File: src/design/octr_regs.svh
`ifndef OCTR_REGS_SVH
`define OCTR_REGS_SVH

// Fast-trip level select codes
`define OCTR_FT_OFF        2'h0
`define OCTR_FT_60MV       2'h1
`define OCTR_FT_100MV      2'h2
`define OCTR_FT_200MV      2'h3
`define OCTR_FT_RESET      2'h2

// Regulation time limit select codes
`define OCTR_RT_5MS        2'h0
`define OCTR_RT_80MS       2'h1
`define OCTR_RT_320MS      2'h2

// Times in their own units
`define OCTR_CLK_MHZ       50
`define OCTR_MS_CYCLES     (1000 * `OCTR_CLK_MHZ)
`define OCTR_RT_5MS_TIME   5
`define OCTR_RT_80MS_TIME  80
`define OCTR_RT_320MS_TIME 320
`define OCTR_FD_DEF_US     50

// Counter width, enough for 320 ms at 50 MHz
`define OCTR_CNT_W         25

`endif

File: src/design/octr_pkg.sv
package octr_pkg;

	// Synchronised comparator results
	typedef struct packed {
		logic above_50mv;   // Sense above 50 mV
		logic above_trip;   // Sense above selected fast-trip level
	} octr_cmp_t;

	// Configuration from the programming port
	typedef struct packed {
		logic [1:0] fast_trip_sel;  // Fast-trip level choice
		logic       reg_enable;     // Current regulation selected
		logic [1:0] reg_time_sel;   // Regulation time limit choice
	} octr_cfg_t;

	// Protection states, Gray code in listed order
	typedef enum logic [1:0] {
		OCTR_NORMAL  = 2'b00,
		OCTR_FILTER  = 2'b01,
		OCTR_REGULATE = 2'b11,
		OCTR_TRIPPED = 2'b10
	} octr_state_t;

endpackage : octr_pkg

File: src/design/octr_ctrl.sv
`timescale 1ns/1ps
`include "octr_regs.svh"
// Function
// - Above fast-trip level trips at once, unfiltered
// - Fast-trip choices off/60/100/200 mV, default 100
// - Regulation active in soft start and normal
// - Between 50 mV and trip level, regulate
// - Regulation timer 5/80/320 ms, starts with regulation
// - Timer expiry or fast trip drops outputs
// - Below 50 mV before expiry clears timer
// - Fast trip during regulation bypasses timer
// - Regulation disabled after reset by default
// - Without regulation, trip after filter delay
// - Drain sense ignored while regulating
module octr_ctrl
	import octr_pkg::*;
#(
	parameter int FILTER_US = `OCTR_FD_DEF_US,      // Breaker filter delay
	parameter int MS_CYCLES = `OCTR_MS_CYCLES       // Cycles per ms, shortenable
) (
	input  wire logic       CORE_CLK,
	input  wire logic       RST,
	input  wire logic       START,           // Power-up sequence enable
	input  wire logic       ABOVE_50MV,      // Breaker_sense above 50 mV
	input  wire logic       ABOVE_TRIP,      // Above fast_trip_threshold
	input  wire logic       DRAIN_OK,        // Drain sense below limit
	input  wire logic       PG_READY,        // Power-good delay elapsed
	input  wire logic       CFG_WR,          // Configuration load strobe
	input  wire logic [1:0] CFG_FAST_TRIP,   // Fast-trip level select
	input  wire logic       CFG_REG_EN,      // Regulation select
	input  wire logic [1:0] CFG_REG_TIME,    // Regulation limit select
	output logic      [1:0] FAST_TRIP_SEL,   // To analog threshold mux
	output logic            GATE_DRIVE,      // Gate drive enable
	output logic            GATE_REDUCE,     // Regulation loop engage
	output logic            POWER_GOOD_N,    // Active-low power good
	output logic            TRIPPED          // Breaker tripped flag
);
	localparam int FILT_CYC = (FILTER_US * `OCTR_CLK_MHZ < 1) ? 1 :
		FILTER_US * `OCTR_CLK_MHZ;  // Least time, whole cycles
	localparam int CW = `OCTR_CNT_W;

	octr_cmp_t   cmp;        // Synchronised comparator pair
	octr_cfg_t   cfg_q;      // Held configuration
	octr_cfg_t   cfg_d;
	octr_state_t state_q;    // Protection state
	octr_state_t state_d;
	logic [CW-1:0] cnt_q;    // Filter or regulation timer
	logic [CW-1:0] cnt_d;
	logic [CW-1:0] limit;    // Regulation limit in cycles
	logic        run_q;      // Controller powered up
	logic        gate_q;
	logic        reduce_q;
	logic        pg_n_q;
	logic        trip_q;

	// Synchronise analog comparator outputs
	octr_sync #(.W(2)) u_sync (
		.clk   (CORE_CLK),
		.rst   (RST),
		.d_in  ({ABOVE_50MV, ABOVE_TRIP}),
		.d_out ({cmp.above_50mv, cmp.above_trip})
	);

	// Configuration load; selects are clamped to legal codes
	wire [1:0] rt_sel = (CFG_REG_TIME > `OCTR_RT_320MS) ?
		`OCTR_RT_320MS : CFG_REG_TIME;
	assign cfg_d = CFG_WR ? octr_cfg_t'{CFG_FAST_TRIP, CFG_REG_EN, rt_sel}
		: cfg_q;

	// Regulation limit by select
	wire [CW-1:0] lim_5   = CW'(`OCTR_RT_5MS_TIME * MS_CYCLES);
	wire [CW-1:0] lim_80  = CW'(`OCTR_RT_80MS_TIME * MS_CYCLES);
	wire [CW-1:0] lim_320 = CW'(`OCTR_RT_320MS_TIME * MS_CYCLES);
	assign limit = (cfg_q.reg_time_sel == `OCTR_RT_5MS)  ? lim_5 :
		(cfg_q.reg_time_sel == `OCTR_RT_80MS) ? lim_80 : lim_320;

	// Decode of the current conditions
	wire fast_hit = cmp.above_trip &&
		(cfg_q.fast_trip_sel != `OCTR_FT_OFF);
	wire over_50  = cmp.above_50mv;
	wire filt_done = (cnt_q >= CW'(FILT_CYC));
	wire reg_done  = (cnt_q >= limit);
	wire [CW-1:0] cnt_inc = cnt_q + CW'(1);  // Timer step, never wraps

	// Next state; fast trip has top priority once the run latch is set
	always_comb begin
		state_d = state_q;
		cnt_d   = cnt_q;
		unique case (state_q)
			OCTR_NORMAL: begin
				cnt_d = '0;
				if (!run_q)
					state_d = OCTR_NORMAL;
				else if (fast_hit)
					state_d = OCTR_TRIPPED;
				else if (over_50 && cfg_q.reg_enable)
					state_d = OCTR_REGULATE;
				else if (over_50)
					state_d = OCTR_FILTER;
			end
			OCTR_FILTER: begin
				cnt_d = cnt_inc;
				if (fast_hit)
					state_d = OCTR_TRIPPED;
				else if (!over_50)
					state_d = OCTR_NORMAL;
				else if (filt_done)
					state_d = OCTR_TRIPPED;
			end
			OCTR_REGULATE: begin
				cnt_d = cnt_inc;
				if (fast_hit)
					state_d = OCTR_TRIPPED;
				else if (!over_50)
					state_d = OCTR_NORMAL;
				else if (reg_done)
					state_d = OCTR_TRIPPED;
			end
			OCTR_TRIPPED: begin
				cnt_d   = '0;
				state_d = OCTR_TRIPPED;
			end
		endcase
	end

	// Outputs decoded from the next state, so they register on entry
	wire nxt_trip = (state_d == OCTR_TRIPPED);
	wire nxt_reg  = (state_d == OCTR_REGULATE);
	wire gate_d   = run_q && !nxt_trip;
	// Drain sense does not count while regulating, exit cycle included,
	// so a drain still settling cannot flicker power good on recovery
	wire in_reg   = nxt_reg || (state_q == OCTR_REGULATE);
	wire drain_ok = in_reg ? 1'b1 : DRAIN_OK;
	wire pg_n_d   = !(gate_d && PG_READY && drain_ok);

	// Configuration and run latch; restart only through reset
	always_ff @(posedge CORE_CLK) begin
		if (RST) begin
			cfg_q <= '{`OCTR_FT_RESET, 1'b0, `OCTR_RT_5MS};
			run_q <= 1'b0;
		end else begin
			cfg_q <= cfg_d;
			run_q <= run_q || (START && !nxt_trip);
		end
	end

	// State and timer
	always_ff @(posedge CORE_CLK) begin
		if (RST) begin
			state_q <= OCTR_NORMAL;
			cnt_q   <= '0;
		end else begin
			state_q <= state_d;
			cnt_q   <= cnt_d;
		end
	end

	// Registered outputs; trip forces both off at once
	always_ff @(posedge CORE_CLK) begin
		if (RST) begin
			gate_q   <= 1'b0;
			reduce_q <= 1'b0;
			pg_n_q   <= 1'b1;
			trip_q   <= 1'b0;
		end else begin
			gate_q   <= gate_d;
			reduce_q <= nxt_reg;
			pg_n_q   <= pg_n_d;
			trip_q   <= nxt_trip;
		end
	end

	// Threshold select follows the held configuration
	logic [1:0] ft_q;
	always_ff @(posedge CORE_CLK) begin
		if (RST)
			ft_q <= `OCTR_FT_RESET;
		else
			ft_q <= cfg_q.fast_trip_sel;
	end

	assign FAST_TRIP_SEL = ft_q;
	assign GATE_DRIVE    = gate_q;
	assign GATE_REDUCE   = reduce_q;
	assign POWER_GOOD_N  = pg_n_q;
	assign TRIPPED       = trip_q;

endmodule : octr_ctrl

File: src/design/octr_sync.sv
`timescale 1ns/1ps
// Two-flop synchroniser per bit, generate loop
module octr_sync
	import octr_pkg::*;
#(
	parameter int W = 2
) (
	input  wire logic         clk,
	input  wire logic         rst,
	input  wire logic [W-1:0] d_in,
	output logic      [W-1:0] d_out
);
	logic [W-1:0] meta_q;  // First stage, read only by second

	genvar i;
	generate
		for (i = 0; i < W; i++) begin : g_bit
			// Two stages; first feeds only the second
			always_ff @(posedge clk) begin
				if (rst) begin
					meta_q[i] <= 1'b0;
					d_out[i]  <= 1'b0;
				end else begin
					meta_q[i] <= d_in[i];
					d_out[i]  <= meta_q[i];
				end
			end
		end
	endgenerate
endmodule : octr_sync

File: config.mk
export PLATFORM = sky130hd
export DESIGN_NAME = octr_ctrl
export DESIGN_NICKNAME = d
export VERILOG_FILES = /design/src/design/octr_pkg.sv /design/src/design/octr_ctrl.sv /design/src/design/octr_sync.sv
export VERILOG_INCLUDE_DIRS = /design/src /design/src/design
export SDC_FILE = /design/constraint.sdc
export NUM_CORES = 1
export LEC_CHECK = 0
export BUFFER_PORTS_ARGS = -buffer_cell sky130_fd_sc_hd__buf_2
export CAP_MARGIN = 20
export CORE_ASPECT_RATIO = 0.9
export CORE_UTILIZATION = 55
export CTS_CLUSTER_DIAMETER = 80
export DETAILED_ROUTE_END_ITERATION = 6
export MAX_ROUTING_LAYER = met4
export PLACE_DENSITY = 0.74
export SYNTH_ARGS = -nofsm -noshare
export SYNTH_HDL_FRONTEND = slang
export SYNTH_HIERARCHICAL = 1
export SYNTH_SLANG_ARGS = --single-unit
export TNS_END_PERCENT = 1
File: constraint.sdc
create_clock -name CORE_CLK -period 3.5 [get_ports CORE_CLK]
set_input_delay 0.175 -clock CORE_CLK [delete_from_list [all_inputs] [get_ports CORE_CLK]]
set_output_delay 0.175 -clock CORE_CLK [all_outputs]
set_load 0.01 [all_outputs]
# Yosys cells after proc, flatten, opt, wreduce, memory -nomap -nowiden
# Cells that the tools add are included.
# classes
mux	16
reduce_logical	15
eq_ne	6
add_sub_neg	1
n_lt_le_gt_ge	3
# op_table
cell	count
$pmux 25 s2	1
$mux 24	2
$add 25x1->25 const B	1
$ge 25x12->1 const B	1
$ge 25x24->1	1
$mux 2	11
$eq 2x2->1 const B	4
$pmux 2 s4	1
$logic_and 1x1->1	6
$eq 2x1->1 const B	2
$logic_not 2->1	2
$reduce_or 2->1	2
$gt 2x2->1 const B	1
$logic_not 1->1	2
$logic_or 1x1->1	2
$reduce_bool 2->1	1
$mux 1	1
# totals
regBits	43
output_inout_bits	6
input_bits	13
elab_cells	56

# Depth between registers and ports, before layout
# logic_depth
word_depth	14
depth_mapped	11
ltp_nobuf	9

# Cells and area by module
# Netlist, hierarchy kept.
# modules_own_cells
mod	area_each_um2	seq_area_each_um2	instances	cells_per_inst
octr_ctrl	2087.0	780.7	1	238
octr_sync	105.1	80.1	1	8

# Least setup slack after synthesis
# Ideal clock, no wire load.
# synth_timing
path_kind	reg2reg
startpoint	register cfg_q[1] (netlist bit)
endpoint	register pg_n_q, in the netlist POWER_GOOD_N
path_stages_with_launch	11
setup_time_ns	0.120
path_slack_ns	1.039
arrival_ns	2.341
required_ns	3.380
path_buffers	2
period_less_slack_ns	2.461
path_cell_list	dfxtp_1 or2_1 clkbuf_1 ha_1 a21o_1 maj3_1 a21oi_1 o211ai_1 or2_1 buf_4 a211o_1
# synth_via
elab_chain_len	14
elab_cells_between_ends	18
classes_between	order compare (1); eq/ne (3); mux (7); reduce/logical (7)
# synth_rtl
element	line_no	rtl
start, declared	octr_ctrl.sv:43	octr_cfg_t cfg_q;
start signal, assigned	octr_ctrl.sv:139	cfg_q <= '{`OCTR_FT_RESET, 1'b0, `OCTR_RT_5MS};
start signal, assigned	octr_ctrl.sv:142	cfg_q <= cfg_d;
$eq 2x1->1 (no line)	--	
$mux 24	octr_ctrl.sv:75	(cfg_q.reg_time_sel == `OCTR_RT_80MS) ? lim_80 : lim_320;
$mux 24 (*)	octr_ctrl.sv:74	assign limit = (cfg_q.reg_time_sel == `OCTR_RT_5MS) ? lim_5 :
$ge 25x24->1 (*)	octr_ctrl.sv:82	wire reg_done = (cnt_q >= limit);
$mux 2 (*)	octr_ctrl.sv:116	else if (reg_done)
$mux 2 (*)	octr_ctrl.sv:114	else if (!over_50)
$mux 2 (*)	octr_ctrl.sv:112	if (fast_hit)
$pmux 2 s4 (*)	octr_ctrl.sv:89	unique case (state_q)
$eq 2x2->1	octr_ctrl.sv:127	wire nxt_trip = (state_d == OCTR_TRIPPED);
$logic_not 1->1	octr_ctrl.sv:129	wire gate_d = run_q && !nxt_trip;
$logic_and 1x1->1	octr_ctrl.sv:129	
$logic_and 1x1->1	octr_ctrl.sv:134	wire pg_n_d = !(gate_d && PG_READY && drain_ok);
$logic_and 1x1->1 (*)	octr_ctrl.sv:134	
$logic_not 1->1 (*)	octr_ctrl.sv:134	
end signal, assigned	octr_ctrl.sv:168	pg_n_q <= pg_n_d;
end, declared	octr_ctrl.sv:53	logic pg_n_q;
# Mark *: on every way between the ends. The rest lies on a longest branch, timed or not.
# A chain may end at the register's enable or synchronous reset.

# Final worst setup path
# Ends and elaborated chain as after synthesis.

==> flow_metrics.tcl <==
set metrics [dict create \
    outcome "completed" \
    worst_pin_slew_ns 0.939 \
    p_leak_nw 0.950 \
    crit_path_cell_trace "or2_1 > inv_1 > ha_1 > or3b_1 > a41o_1 > a31oi_1 > a311oi_1 > or2_1 > a211o_1" \
    cts_hold_buf 0 \
    drtIter0Drc 159 \
    syn_area_per_cell_um2 8.91 \
    holdCritPathClass "in -> reg" \
    gp_congestion 0.868 \
    cp_max_fo 9 \
    worstPathRequired_ns 3.69 \
    h-tree-depth 2 \
    drcViolationCount 0 \
    dp_hpwl_mm 3.13 \
    clkSlewWorstSetupHoldPaths_ns 0.08 \
    r2r_setup_slack_ns 0.94 \
    cp_slowest_cell "or2_1" \
    yosys-top-cells-count "43 x dfxtp_1, 30 x nor2_1, 15 x ha_1, 14 x nand2_1, 14 x xor2_1" \
    p_per_area_nw_per_um2 399 \
    core_area_um2 3760 \
    max_stage_delay_ns 0.36 \
    start_util_pct 58.3 \
    synth_edf_count 0 \
    cts.sinks 43 \
    instances_no_fill 308 \
    grt_pass1_wl_mm 7.02 \
    yosysTopAreaCellShare_pct 39.3 \
    fillers 327 \
    via_count 1779 \
    first_global_vias 1470 \
    area_delta_synth_final_pct 10.0 \
    placed_area_um2 2290 \
    ant_nets 0 \
    cts_inserted_buffers 5 \
    synth_seq_cells 43 \
    grtUsageTotal_pct 23.9 \
    die-height_um 61.9 \
    totalWireLength_mm 4.34 \
    root_buffer "clkbuf_8" \
    grt_max_degree 26 \
    synth_flop_cell "dfxtp_1" \
    yosys.area.top_type "dfxtp_1" \
    rows 21 \
    ir_drop_mv 0.234 \
    cts_tree "done" \
    maxSlewHeadroom_pct 37.4 \
    antenna_found_initial 0 \
    synth_cell_types 47 \
    syn_inst 246 \
    tns_ns 0 \
    maxCapViolations 0 \
    io_buffer_count 18 \
    dp_cells 300 \
    layout-drive-gt1-share_pct 12.6 \
    finalMaxSlewViolations 0 \
    syn-num-nets 274 \
    layout_min_cycle_time_ns 2.56 \
    synth_seq_area_share_pct 39.3 \
    fin_crit_sh_pct 73.1 \
    design.die.area_um2 4240 \
    pin_count 19 \
    vias_per_cell 5.78 \
    crit_arrival_ns 2.75 \
    synth_area_leaders "dfxtp_1 39%, ha_1 8.6%, xor2_1 5.6%, nor2_1 5.1%, xnor2_1 3.2%" \
    path_class "reg -> reg" \
    yosysMostFrequentCell "dfxtp_1" \
    fin_area_um2 2410 \
    finalNetCount 289 \
    start_kind "flop" \
    max_freq_mhz 391 \
    antenna_cells 0 \
    cts.repair.resized 0 \
    skew_ns 0.00908 \
    wl_per_cell_um 14.1 \
    crit_path_end_kind "flop" \
    power.total_uw 963 \
    syn_area_um2 2190 \
    rsz0062_at_grt "false" \
    grt_overflow 0 \
    yosys_warnings 6 \
    first_pass_iters 4 \
    setup_viol 0 \
    clockBufferDepth 2 \
    clkLatencyLatePin_ns 0.30 \
    async_flop_share_pct 0 \
    die_w_um 68.5 \
    cpMostUsedCell "or2_1" \
    finalHoldViolCount 0 \
    cts_setup_buffers 0 \
]
## cell type report
cell class / count / area (um2) / area share (%)
Clock buffer: 6 / 82.6 / 3.42
Clock inverter: 2 / 35.0 / 1.45
Inverter: 7 / 26.3 / 1.09
Multi-Input combinational cell: 186 / 1260 / 52.2
Sequential cell: 43 / 861 / 35.7
Tap cell: 46 / 57.6 / 2.39
Timing Repair Buffer: 18 / 90.1 / 3.73
## routing by layer
layer / wire length, um / GRT usage (%)
met3: 217 / 7.66
met5: 0 / -
met1: 2220 / 32.9
met4: 70 / 8.04
met2: 1840 / 32.6
## where the power goes
part	leakage, nW	switching, mW	internal (mW)
logic	0.540	0.0295	0.0279
registers	0.349	0.00680	0.498
clock network	0.0612	0.169	0.231
## worst max-delay path, delay by kind of cell, from the launching register on
kind	cells	cell delay [ns]
AOI/OAI and AO/OA	4	0.76
buffers and inverters	1	0.18
adders and majority gates	1	0.16
and+or+nand+nor	3	1.01
DFF	1	0.34
## placed cells by master (no fill, tap or decap), types with 2 or more instances in the layout
cell type and instances:
a211o_1 3, a21o_1 2, a21oi_1 11, and2_1 2, and3_1 6, and4_1 5, buf_2 18, clkbuf_8 6
dfxtp_1 43, ha_1 15, inv_1 7, mux2i_1 4, nand2_1 14, nand2b_1 3, nand3_1 10, nand4_1 7
nor2_1 30, nor2b_1 6, nor3_1 5, nor4_1 2, o211ai_1 2, o21ai_0 8, or2_1 2, or2_2 2
or3_1 3, or4_1 3, xnor2_1 8, xor2_1 14
## path summary, 6_finish.rpt
| check | startpoint | end | cells past startpoint |
|---|---|---|---|
| hold / removal | ABOVE_TRIP | u_sync/meta_q[0] | 2 |
| setup reg to reg | cfg_q[1] | POWER_GOOD_N | 9 |
| hold reg to reg | u_sync/meta_q[0] | u_sync/d_out[0] | 1 |
| setup / recovery | cfg_q[1] | POWER_GOOD_N | 9 |
## sequential cells by signal, summed over array words and instances (netlist names)
register       cells
FAST_TRIP_SEL      2
GATE_DRIVE         1
POWER_GOOD_N       1
cnt_q             25
u_sync/meta_q      2
TRIPPED            1
GATE_REDUCE        1
run_q              1
u_sync/d_out       2
state_q            2
cfg_q              5
## cells by family (layout without fill, tap and decap cells)
logic type | Yosys count | in the layout | synth area share, %
fa+ha+maj | 16 | 16 | 9.02
buf+inv | 17 | 33 | 3.25
flops | 43 | 43 | 39.3
mux | 4 | 4 | 1.83
simple gates | 108 | 108 | 26.5
xor+xnor | 22 | 22 | 8.79
compound gates | 36 | 36 | 11.3
## through the flow
step           setup slack [ns]  utilization (%)  hold WS (ns)
5_1_grt                   0.808             64.2        0.0830
4_1_cts                   0.959             64.2        0.0759
6_report                  0.942             64.2        0.0832
3_5_place_dp              0.962             61.1         0.390
2_1_floorplan              1.04                -         0.247
3_3_place_gp               1.00             61.1         0.381
Note: power is estimated with default switching activity, not from simulation.
